===== src/shared/sleep_ctrl_map.svh =====
// Register offsets, bit positions and timing counts of the sleep controller
`ifndef SLEEP_CTRL_MAP_SVH
`define SLEEP_CTRL_MAP_SVH
`define OFS_MAIN_CONTROL     4'h0
`define OFS_STATUS_CONTROL   4'h4
`define OFS_EXT_CONTROL      4'h8
`define OFS_SLEEP_STATUS     4'hc
`define BIT_SLEEP_ARM        5
`define BIT_SEL_MID          4
`define BIT_SEL_HI           5
`define BIT_SEL_LO           7
`define RST_MAIN_CONTROL     8'h00
`define RST_STATUS_CONTROL   8'h00
`define RST_EXT_CONTROL      8'h00
`define CODE_IDLE            3'h0
`define CODE_PDOWN           3'h2
`define CODE_PSAVE           3'h3
`define CODE_STANDBY         3'h6
`define CODE_XSTANDBY        3'h7
`define STANDBY_WAKE_CYCLES  8'h06
`define HALT_EXTRA_CYCLES    8'h04
`define STARTUP_CYCLES_DEF   8'h10
`define RESP_OKAY            2'h0
`define RESP_SLVERR          2'h2
`endif


===== src/shared/sleep_ctrl_pkg.sv =====
// Types shared by the sleep controller files
package sleep_ctrl_pkg;
   typedef enum logic [2:0] {
      MODE_IDLE, MODE_PDOWN, MODE_PSAVE, MODE_STANDBY, MODE_XSTANDBY,
      MODE_NONE
   } sleep_mode_t;
   typedef struct packed {
      logic core_clk_en;
      logic flash_clk_en;
      logic io_clk_en;
      logic async_clk_en;
      logic main_osc_en;
      logic timer_osc_en;
   } clk_gate_t;
   typedef struct packed {
      logic ext_irq;
      logic pin_change;
      logic async_timer_irq;
      logic store_ready_irq;
      logic other_io_irq;
   } wake_src_t;
endpackage


===== src/verilog/sleep_mode_controller.sv =====
// Sleep mode controller with AXI4-Lite register access
//
// Design decisions made here: the register offsets and the AXI4-Lite register port.
`timescale 1ns/1ps
`include "sleep_ctrl_map.svh"
module sleep_mode_controller
   import sleep_ctrl_pkg::*;
(
   input  wire logic        clk,
   input  wire logic        resetn,
   input  wire logic [3:0]  s_axi_awaddr,
   input  wire logic        s_axi_awvalid,
   output logic             s_axi_awready,
   input  wire logic [31:0] s_axi_wdata,
   input  wire logic [3:0]  s_axi_wstrb,
   input  wire logic        s_axi_wvalid,
   output logic             s_axi_wready,
   output logic [1:0]       s_axi_bresp,
   output logic             s_axi_bvalid,
   input  wire logic        s_axi_bready,
   input  wire logic [3:0]  s_axi_araddr,
   input  wire logic        s_axi_arvalid,
   output logic             s_axi_arready,
   output logic [31:0]      s_axi_rdata,
   output logic [1:0]       s_axi_rresp,
   output logic             s_axi_rvalid,
   input  wire logic        s_axi_rready,
   input  wire logic        sleep_op,
   input  wire logic        crystal_source,
   input  wire logic        async_clock_select,
   input  wire logic [7:0]  startup_cycles,
   input  wire wake_src_t   wake_src,
   input  wire logic        reset_wake,
   output clk_gate_t        gates,
   output logic             core_halt,
   output logic             irq_resume,
   output logic             asleep
);
   typedef enum logic [1:0] {ST_RUN, ST_SLEEP, ST_WAKE} state_t;

   logic [7:0]  mcu_main_control;
   logic [7:0]  mcu_status_and_control;
   logic [7:0]  mcu_extended_control;
   state_t      state;
   logic [7:0]  wait_cnt;
   sleep_mode_t cur_mode;
   logic        aw_held;
   logic        w_held;
   logic [3:0]  aw_addr;
   logic [31:0] w_data;
   logic [3:0]  w_strb;

   // Decode of the three scattered select bits
   wire [2:0] sel = {mcu_status_and_control[`BIT_SEL_HI],
                     mcu_main_control[`BIT_SEL_MID],
                     mcu_extended_control[`BIT_SEL_LO]};
   wire sleep_arm = mcu_main_control[`BIT_SLEEP_ARM];
   sleep_mode_t sel_mode;
   clk_gate_t   sel_gates;
   wire         h_ext;
   wire         h_timer;
   wire         h_io;

   sleep_mode_decode u_decode (
      .sel                (sel),
      .crystal_source     (crystal_source),
      .async_clock_select (async_clock_select),
      .mode               (sel_mode),
      .gates              (sel_gates),
      .honour_ext         (h_ext),
      .honour_timer       (h_timer),
      .honour_io          (h_io)
   );

   // Wake filter per mode; select is frozen by halted core while asleep
   wire irq_wake = (h_ext && (wake_src.ext_irq || wake_src.pin_change))
                || (h_timer && wake_src.async_timer_irq)
                || (h_io && (wake_src.store_ready_irq
                             || wake_src.other_io_irq));
   wire enter = sleep_op && sleep_arm && (sel_mode != MODE_NONE);
   wire fast_wake = (cur_mode == MODE_STANDBY)
                 || (cur_mode == MODE_XSTANDBY)
                 || (cur_mode == MODE_IDLE);
   // Oscillator restart costs the start-up time, then four halted cycles
   wire [7:0] wake_len = fast_wake ? `HALT_EXTRA_CYCLES
                       : 8'(startup_cycles + `HALT_EXTRA_CYCLES);
   logic [7:0] next_cnt;
   assign next_cnt = (wait_cnt == 8'h00) ? 8'h00 : 8'(wait_cnt - 8'h01);

   // Sleep sequencer
   always_ff @(posedge clk or negedge resetn) begin
      if (!resetn) begin
         state    <= ST_RUN;
         wait_cnt <= 8'h00;
         cur_mode <= MODE_NONE;
      end else begin
         case (state)
            ST_RUN: begin
               if (enter) begin
                  state    <= ST_SLEEP;
                  cur_mode <= sel_mode;
               end
            end
            ST_SLEEP: begin
               if (reset_wake) begin
                  state <= ST_RUN;
               end else if (irq_wake) begin
                  state    <= ST_WAKE;
                  wait_cnt <= 8'(wake_len - 8'h01);
               end
            end
            ST_WAKE: begin
               wait_cnt <= next_cnt;
               if (wait_cnt == 8'h00) begin
                  state <= ST_RUN;
               end
            end
            default: state <= ST_RUN;
         endcase
      end
   end

   wire run_next = (state == ST_WAKE) && (wait_cnt == 8'h00);
   // Registered outputs
   always_ff @(posedge clk or negedge resetn) begin
      if (!resetn) begin
         gates      <= '1;
         core_halt  <= 1'b0;
         irq_resume <= 1'b0;
         asleep     <= 1'b0;
      end else begin
         gates      <= (state == ST_RUN && enter) ? sel_gates
                     : (state == ST_SLEEP && !reset_wake) ? gates
                     : '1;
         core_halt  <= (state == ST_RUN) ? enter : !run_next
                       && !(state == ST_SLEEP && reset_wake);
         irq_resume <= run_next;
         asleep     <= (state == ST_RUN) ? enter
                     : (state == ST_SLEEP) && !reset_wake && !irq_wake;
      end
   end

   // AXI4-Lite slave: address and data taken in either order
   wire aw_ok  = aw_held || s_axi_awvalid;
   wire w_ok   = w_held || s_axi_wvalid;
   wire do_wr  = aw_ok && w_ok && !s_axi_bvalid;
   wire [3:0]  wa = aw_held ? aw_addr : s_axi_awaddr;
   wire [31:0] wd = w_held ? w_data : s_axi_wdata;
   wire [3:0]  ws = w_held ? w_strb : s_axi_wstrb;
   wire wr_hit = (wa == `OFS_MAIN_CONTROL) || (wa == `OFS_STATUS_CONTROL)
              || (wa == `OFS_EXT_CONTROL);
   wire wr0 = do_wr && ws[0];

   always_ff @(posedge clk or negedge resetn) begin
      if (!resetn) begin
         aw_held       <= 1'b0;
         w_held        <= 1'b0;
         aw_addr       <= 4'h0;
         w_data        <= 32'h0;
         w_strb        <= 4'h0;
         s_axi_awready <= 1'b0;
         s_axi_wready  <= 1'b0;
         s_axi_bvalid  <= 1'b0;
         s_axi_bresp   <= `RESP_OKAY;
      end else begin
         s_axi_awready <= !aw_held && !s_axi_awready && s_axi_awvalid
                          && !s_axi_bvalid;
         s_axi_wready  <= !w_held && !s_axi_wready && s_axi_wvalid
                          && !s_axi_bvalid;
         if (s_axi_awready) begin
            aw_held <= 1'b1;
            aw_addr <= s_axi_awaddr;
         end
         if (s_axi_wready) begin
            w_held <= 1'b1;
            w_data <= s_axi_wdata;
            w_strb <= s_axi_wstrb;
         end
         if (aw_held && w_held && !s_axi_bvalid) begin
            aw_held      <= 1'b0;
            w_held       <= 1'b0;
            s_axi_bvalid <= 1'b1;
            s_axi_bresp  <= wr_hit ? `RESP_OKAY : `RESP_SLVERR;
         end else if (s_axi_bvalid && s_axi_bready) begin
            s_axi_bvalid <= 1'b0;
         end
      end
   end

   wire commit = aw_held && w_held && !s_axi_bvalid && ws[0];
   always_ff @(posedge clk or negedge resetn) begin
      if (!resetn) begin
         mcu_main_control       <= `RST_MAIN_CONTROL;
         mcu_status_and_control <= `RST_STATUS_CONTROL;
         mcu_extended_control   <= `RST_EXT_CONTROL;
      end else if (commit) begin
         if (wa == `OFS_MAIN_CONTROL)   mcu_main_control       <= wd[7:0];
         if (wa == `OFS_STATUS_CONTROL) mcu_status_and_control <= wd[7:0];
         if (wa == `OFS_EXT_CONTROL)    mcu_extended_control   <= wd[7:0];
      end
   end

   // Read channel, one access at a time
   wire rd_hit = (s_axi_araddr == `OFS_MAIN_CONTROL)
              || (s_axi_araddr == `OFS_STATUS_CONTROL)
              || (s_axi_araddr == `OFS_EXT_CONTROL)
              || (s_axi_araddr == `OFS_SLEEP_STATUS);
   wire [7:0] rd_val =
      (s_axi_araddr == `OFS_MAIN_CONTROL)   ? mcu_main_control :
      (s_axi_araddr == `OFS_STATUS_CONTROL) ? mcu_status_and_control :
      (s_axi_araddr == `OFS_EXT_CONTROL)    ? mcu_extended_control :
      (s_axi_araddr == `OFS_SLEEP_STATUS)   ? {5'h00, sel_mode} : 8'h00;

   always_ff @(posedge clk or negedge resetn) begin
      if (!resetn) begin
         s_axi_arready <= 1'b0;
         s_axi_rvalid  <= 1'b0;
         s_axi_rdata   <= 32'h0;
         s_axi_rresp   <= `RESP_OKAY;
      end else begin
         s_axi_arready <= s_axi_arvalid && !s_axi_arready && !s_axi_rvalid;
         if (s_axi_arready) begin
            s_axi_rvalid <= 1'b1;
            s_axi_rdata  <= {24'h0, rd_val};
            s_axi_rresp  <= rd_hit ? `RESP_OKAY : `RESP_SLVERR;
         end else if (s_axi_rvalid && s_axi_rready) begin
            s_axi_rvalid <= 1'b0;
         end
      end
   end

   // Assertions
   a_arm_needed: assert property (@(posedge clk) disable iff (!resetn)
      (state == ST_RUN && sleep_op && !sleep_arm) |=> state == ST_RUN)
      else $error("sleep entered while disarmed");
   a_reserved_noop: assert property (@(posedge clk) disable iff (!resetn)
      (state == ST_RUN && sel_mode == MODE_NONE) |=> state == ST_RUN)
      else $error("reserved code entered sleep");
   a_code_idle: assert property (@(posedge clk) disable iff (!resetn)
      (sel == 3'h0) |-> sel_mode == MODE_IDLE)
      else $error("idle code misdecoded");
   a_xtal_needed: assert property (@(posedge clk) disable iff (!resetn)
      !crystal_source |-> (sel_mode != MODE_STANDBY
                           && sel_mode != MODE_XSTANDBY))
      else $error("standby without crystal");
   a_idle_gates: assert property (@(posedge clk) disable iff (!resetn)
      (state == ST_RUN && enter && sel_mode == MODE_IDLE) |=>
      (!gates.core_clk_en && gates.io_clk_en))
      else $error("idle gating wrong");
   a_pdown_gates: assert property (@(posedge clk) disable iff (!resetn)
      (state == ST_RUN && enter && sel_mode == MODE_PDOWN) |=>
      (gates == '0))
      else $error("power-down left a clock on");
   a_pdown_no_io: assert property (@(posedge clk) disable iff (!resetn)
      (state == ST_SLEEP && cur_mode == MODE_PDOWN && !reset_wake
       && !wake_src.ext_irq && !wake_src.pin_change) |=> state == ST_SLEEP)
      else $error("power-down woke on io source");
   a_standby_six: assert property (@(posedge clk) disable iff (!resetn)
      (state == ST_SLEEP && irq_wake && !reset_wake
       && cur_mode == MODE_STANDBY) |-> ##[1:6] irq_resume)
      else $error("standby wake too slow");
   a_extra_four: assert property (@(posedge clk) disable iff (!resetn)
      (state == ST_SLEEP && irq_wake && !reset_wake && fast_wake) |->
      ##5 irq_resume)
      else $error("wake halt length wrong");
   c_idle_wake: cover property (@(posedge clk) disable iff (!resetn)
      cur_mode == MODE_IDLE && irq_resume);
   c_pdown_wake: cover property (@(posedge clk) disable iff (!resetn)
      cur_mode == MODE_PDOWN && irq_resume);
   c_xstby_wake: cover property (@(posedge clk) disable iff (!resetn)
      cur_mode == MODE_XSTANDBY && irq_resume);
endmodule // sleep_mode_controller


===== src/verilog/sleep_mode_decode.sv =====
// Sleep select decode into mode, clock gates and wake filter
`timescale 1ns/1ps
`include "sleep_ctrl_map.svh"
module sleep_mode_decode
   import sleep_ctrl_pkg::*;
(
   input  wire logic [2:0]  sel,
   input  wire logic        crystal_source,
   input  wire logic        async_clock_select,
   output sleep_mode_t      mode,
   output clk_gate_t        gates,
   output wire logic        honour_ext,
   output wire logic        honour_timer,
   output wire logic        honour_io
);
   wire is_idle  = (sel == `CODE_IDLE);
   wire is_pdown = (sel == `CODE_PDOWN);
   wire is_psave = (sel == `CODE_PSAVE);
   wire is_stby  = (sel == `CODE_STANDBY) && crystal_source;
   wire is_xstby = (sel == `CODE_XSTANDBY) && crystal_source;
   wire async_on = (is_psave || is_xstby) && async_clock_select;
   // Reserved codes and crystal-less standby map to no mode at all
   assign mode = is_idle  ? MODE_IDLE  :
                 is_pdown ? MODE_PDOWN :
                 is_psave ? MODE_PSAVE :
                 is_stby  ? MODE_STANDBY :
                 is_xstby ? MODE_XSTANDBY : MODE_NONE;
   assign gates.core_clk_en  = 1'b0;
   assign gates.flash_clk_en = 1'b0;
   assign gates.io_clk_en    = is_idle;
   assign gates.async_clk_en = is_idle || async_on;
   assign gates.main_osc_en  = is_idle || is_stby || is_xstby;
   assign gates.timer_osc_en = is_idle ? async_clock_select
                                       : async_on;
   assign honour_ext   = 1'b1;
   assign honour_timer = is_idle || async_on;
   assign honour_io    = is_idle;
endmodule // sleep_mode_decode

===== config.mk =====
export PLATFORM = sky130hd
export DESIGN_NAME = sleep_mode_controller
export DESIGN_NICKNAME = d
export VERILOG_FILES = /design/src/shared/sleep_ctrl_pkg.sv /design/src/verilog/sleep_mode_controller.sv /design/src/verilog/sleep_mode_decode.sv
export VERILOG_INCLUDE_DIRS = /design/src /design/src/shared
export SDC_FILE = /design/constraint.sdc
export NUM_CORES = 1
export LEC_CHECK = 0
export ABC_CLOCK_PERIOD_IN_PS = 1700
export BUFFER_PORTS_ARGS = -buffer_cell sky130_fd_sc_hd__buf_4
export CORE_ASPECT_RATIO = 1.5
export CORE_MARGIN = 3
export CORE_UTILIZATION = 45
export DETAILED_ROUTE_END_ITERATION = 8
export PLACE_DENSITY = 0.72
export SLEW_MARGIN = 20
export SYNTH_ARGS = -nofsm -noshare
export SYNTH_HDL_FRONTEND = slang
export SYNTH_SLANG_ARGS = --single-unit
export TNS_END_PERCENT = 5

===== constraint.sdc =====
create_clock -name clk -period 1.7 [get_ports clk]
set_input_delay 0.17 -clock clk [delete_from_list [all_inputs] [get_ports clk]]
set_output_delay 0.17 -clock clk [all_outputs]
set_load 0.01 [all_outputs]

After elaboration in Yosys (flattened, before gate mapping)

Cells that the tools add are included.

Flip-flop bits (word level): 78

Add/sub/neg operators: 3
Equal/unequal tests: 20
Multiplexer cells: 37
Reduce and logical (&&, ||, !) cells: 69

Operators by type and width:

| kind                | number |
|---|---|
| $mux 8              | 8 |
| $logic_and 1x1->1   | 26 |
| $pmux 8 s2          | 1 |
| $sub 8x1->8 const B | 2 |
| $logic_or 1x1->1    | 15 |
| $mux 3              | 5 |
| $mux 1              | 13 |
| $eq 4x4->1 const B  | 3 |
| $mux 2              | 6 |
| $mux 6              | 2 |
| $logic_not 1->1     | 11 |
| $ne 2x2->1 const B  | 5 |
| $reduce_bool 2->1   | 5 |
| $eq 3x2->1 const B  | 3 |
| $eq 3x3->1 const B  | 3 |
| $add 8x3->8 const B | 1 |
| $eq 4x3->1 const B  | 2 |
| $logic_not 4->1     | 2 |
| $logic_not 8->1     | 1 |
| $reduce_and 2->1    | 4 |
| $logic_not 3->1     | 2 |
| $ne 3x3->1 const B  | 2 |
| $pmux 2 s3          | 1 |
| $reduce_and 3->1    | 2 |
| other kinds (4)     | 4 |

Longest topological paths before layout

Word-level depth: 11
Gate-level depth with buffers: 9

By module

Synthesis repeated with hierarchy kept, for this count alone.

Cells, all modules: 398
Area total of the unflattened synthesis: 4021.4 sq um

By module, submodules not included:

| module                | times used | cells an instance | area each (sq um) | seq. area each (sq um) |
|---|---|---|---|---|
| sleep_mode_controller | 1          | 374               | 3843.7            | 1911.8 |
| sleep_mode_decode     | 1          | 24                | 177.7             | 0.0 |

Worst setup path before layout

Ideal clock, no wire load.

Kind: register -> register
From: register aw_held
To: register mcu_main_control[0]
Library setup time: 0.125 ns
Data arrival time: 1.738 ns
Slack: -0.163 ns
Cell stages (with the launch flop): 6
Buffers on the path: 1
Path through: dfrtp_1 buf_4 o31ai_1 nand3_2 nor3_4 mux2_2

Word-level cells in the longest chain between the ends: 4
Elaborated cells between the ends (all ways): 6

Ends and longest elaborated chain:

| item                                                           | line                         | text |
|---|---|---|
| start: declaration                                             | sleep_mode_controller.sv:47  | `logic aw_held;` |
| start signal: assignment                                       | sleep_mode_controller.sv:156 | `aw_held <= 1'b0;` |
| start signal: assignment                                       | sleep_mode_controller.sv:171 | `aw_held <= 1'b1;` |
| start signal: assignment                                       | sleep_mode_controller.sv:180 | `aw_held <= 1'b0;` |
| parallel branches: the longest is 3 deep, another holds $mux 4 | -                            |  |
| $reduce_and 2->1 (no line) (*)                                 | -                            |  |
| end signal: assignment                                         | sleep_mode_controller.sv:193 | `` mcu_main_control <= `RST_MAIN_CONTROL; `` |
| end signal: assignment                                         | sleep_mode_controller.sv:197 | `` if (wa == `OFS_MAIN_CONTROL) mcu_main_control <= wd[7:0]; `` |
| end: declaration                                               | sleep_mode_controller.sv:41  | `logic [7:0] mcu_main_control;` |

Every way passes the cells marked *.
A chain may end at the register's enable or synchronous reset.

Worst setup path in the final report

From: register wait_cnt[5]
To: register wait_cnt[3]

Word-level cells in the longest chain between the ends: 3

Ends and longest elaborated chain:

| item                     | line                         | text |
|---|---|---|
| start: declaration       | sleep_mode_controller.sv:45  | `logic [7:0] wait_cnt;` |
| start signal: assignment | sleep_mode_controller.sv:109 | `wait_cnt <= 8'(wake_len - 8'h01);` |
| start signal: assignment | sleep_mode_controller.sv:113 | `wait_cnt <= next_cnt;` |
| $logic_not 8->1          | sleep_mode_controller.sv:88  | `assign next_cnt = (wait_cnt == 8'h00) ? 8'h00 : 8'(wait_cnt - 8'h01);` |
| $mux 8                   | sleep_mode_controller.sv:88  |  |
| $pmux 8 s2               | sleep_mode_controller.sv:97  | `case (state)` |

No other way between the ends.

==> flow_summary.toml <==
[status]
status = "finished with violations"
violations = "setup timing"

[finish]
num-nets-final = 522
layout-drive-gt1-share_pct = 42.9
num_antenna_cells = 0
stdcell_area_mm2 = 0.00513
syn_to_final_growth_pct = 30.6
nFillCells = 690

[yosys]
synth.most_common_cell = "dfrtp_1"
synth.distinct_cells = 59
syn-cell-area_mm2 = 0.00393
yosysSeqAreaShare_pct = 48.0
synthFlopType = "dfrtp_1"
synth_top_area_share_pct = 43.4
ys_ff_latch = 75
ys_warn_count = 0
netlist_top_cells_count = "dfrtp_1, mux2_2, buf_4, nor2_1, inv_1"
synthArstFlopShare_pct = 100
netlist_top_cells_area = "dfrtp_1, mux2_2, buf_4"
yosysTopAreaCell = "dfrtp_1"
avgSynthCellArea_um2 = 11.0
synthCells = 356
synth_edf_count = 0

[cts]
clock_latency_ps = 330
cts_tree = "built"
clock_path_buffers = 2
cts_setup_buffers = 0
cts-root-buf = "clkbuf_16"
htreeDepth = 3
cts_made_buffers = 9
cts.clk_slew.worst_paths_ps = 60
cts_num_sinks = 75

[timing]
worstMarginPinSlew_ps = 507
setup_viol = 10
relSlewSlack_pct = 66.2
fin_crit_ps = 1890
fin_crit_sh_pct = 111
fmax_mhz = 529
final_hold_viol_count = 0
timing.final.ws_setup_ps = -189
slew_viol_final = 0
rsz0062_at_grt = "yes"
worst_clock_skew_ps = 6.49

[global_routing]
grt_usage_pct = 18.5
grt_overflow_total = 0
grt_pass1_vias = 3023
grt_max_degree = 33
grt_first_pass_wirelength_um = 13900
antenna_found_initial = 0

[power_and_ir_drop]
p_per_area_mw_per_mm2 = 1280
intPower_mw = 4.61
pwr-share-clk_pct = 27.3
p_seq_share_pct = 40.6
swShare_pct = 30.0
p_sw_mw = 1.97
p_total_mw = 6.59
pwr-share-comb_pct = 32.1
p_leak_nw = 2.34
ir_worst_vdd_uv = 881

[die]
die_y_um = 120
row_count = 41
io_pins = 118
core_area_mm2 = 0.00846
fp.dieW_um = 82.3
dieArea_mm2 = 0.00990
initial_core_util_pct = 46.4

[worst_setup_path]
r2r_cells = 6
crit_chain = "or4_4 -> or3_4 -> and2_4 -> nand2_2 -> o22a_1 -> o21ai_0"
path_class = "reg2reg"
crit_end = "wait_cnt[3]"
regToRegEndpoint = "wait_cnt[3]"
path_buf_inv = 0
max_stage_delay_ps = 530
slowest_stage = "or4_4"
rrSetupSlack_ps = -190
path_depth = 6
reg2reg_from = "wait_cnt[5]"
worst_setup_path_end_kind = "register"
startpoint = "wait_cnt[5]"
cp_max_fo = 5
critPathTopFamily = "simple AND/OR/NAND/NOR gates"
crit_arrival_ps = 2090
worst_ep_required_time_ps = 1900
start_kind = "register"

[run]
maxCapViolCount = 0

[routing]
firstDrtPassIters = 4
detail-route-antenna-nets = 0
drc = 0
wirelength_um = 8530
drtIter0Drc = 99
wl_per_cell_um = 15.2
viasPerCell = 5.16
vias = 2902

[placed_design]
dpl.hpwl_um = 6420
gp_congestion = 0.857
dpl_cell_area_mm2 = 0.00468
numPortBuffers = 64

[hold_path]
hold_start = "s_axi_wstrb[0]"
hold_depth = 2
hp-class = "in2reg"
cell usage in the layout, fill, tap and decap left out, types with 5 or more instances in the layout:
cell,instances
buf_4,92
dfrtp_1,67
mux2_2,32
nor2_1,27
conb_1,26
inv_1,20
mux2_4,17
a21oi_1,13
nand2_1,12
o21ai_0,11
clkbuf_16,9
o22ai_1,8
o21ai_1,7
dfstp_2,7
mux2i_1,5
layout make-up:
cell class | instances | area [um2] | share of cell area (%)
timing repair buffer | 98 | 792 | 15.4
sequential | 75 | 1890 | 36.8
inverter | 20 | 75.1 | 1.46
tap | 107 | 134 | 2.61
clock buffer | 14 | 274 | 5.34
clock inverter | 2 | 10.0 | 0.195
multi-input combinational | 246 | 1960 | 38.1
sequential cells by signal, indices dropped and copies added, names as in the netlist, 2 cells and up:
register	flops
mcu_extended_control	8
mcu_main_control	8
mcu_status_and_control	8
s_axi_rdata	8
w_data	8
wait_cnt	8
gates	5
aw_addr	4
cur_mode	3
state	2
cells by family after synthesis:
| family | Yosys count | share of synthesized area, % |
|---|---|---|
| and+or+nand+nor | 83 | 12.0 |
| DFF | 75 | 48.0 |
| AOI/OAI and AO/OA | 67 | 11.0 |
| buffers and inverters | 60 | 8.51 |
| muxes | 58 | 17.3 |
| xor gates and xnor gates | 8 | 1.78 |
| adders and majority gates | 4 | 1.28 |
| other | 1 | 0.0955 |
per-stage QoR:
stage | TNS [ps] | utilization (%) | hold WS (ps) | setup WS (ps) | cells
after CTS | -1490 | 59.5 | 61.7 | -186 | 562
final | -1350 | 60.6 | 72.0 | -189 | 562
after global placement | -3730 | 55.3 | 125 | -243 | 545
after global routing | -2680 | 60.6 | 72.7 | -257 | 562
after detailed placement | -4780 | 55.3 | 128 | -260 | 545
after floorplan | -1890 | - | -126 | -89.8 | 381
how the worst min path moves through the flow:
| stage | to |
|---|---|
| after CTS | w_strb[0] |
| final | w_strb[0] |
| after global routing | w_data[2] |
| after floorplan | asleep |
| after detailed placement | mcu_main_control[6] |
| after global placement | mcu_main_control[6] |
what timing repair did:
action,CTS,global route
gates resized for setup,18,23
setup endpoints to repair,34,43
pin swaps,2,9
hold buffers,1,0
endpoints found under the hold margin,27,0
layer usage:
| layer | global-route usage, % | vias up | part of all wire [%] |
|---|---|---|---|
| met1 | 19.8 | 1426 | 38 |
| li1 | - | 1386 | - |
| met3 | 3.58 | 20 | 3.9 |
| met5 | 0 | - | 0 |
| met4 | 9.98 | 0 | 3.0 |
| met2 | 32.8 | 70 | 55 |
power groups by stage:
stage | Combinational, mW | Clock (mW) | Sequential [mW]
2_1_floorplan | 1.36 | 0 | 2.55
3_3_place_gp | 1.87 | 0 | 2.63
3_5_place_dp | 1.92 | 0 | 2.67
4_1_cts | 2.01 | 1.84 | 2.65
5_1_grt | 2.33 | 1.91 | 2.74
6_report | 2.12 | 1.80 | 2.68
Power figures use the tool's default switching activity.
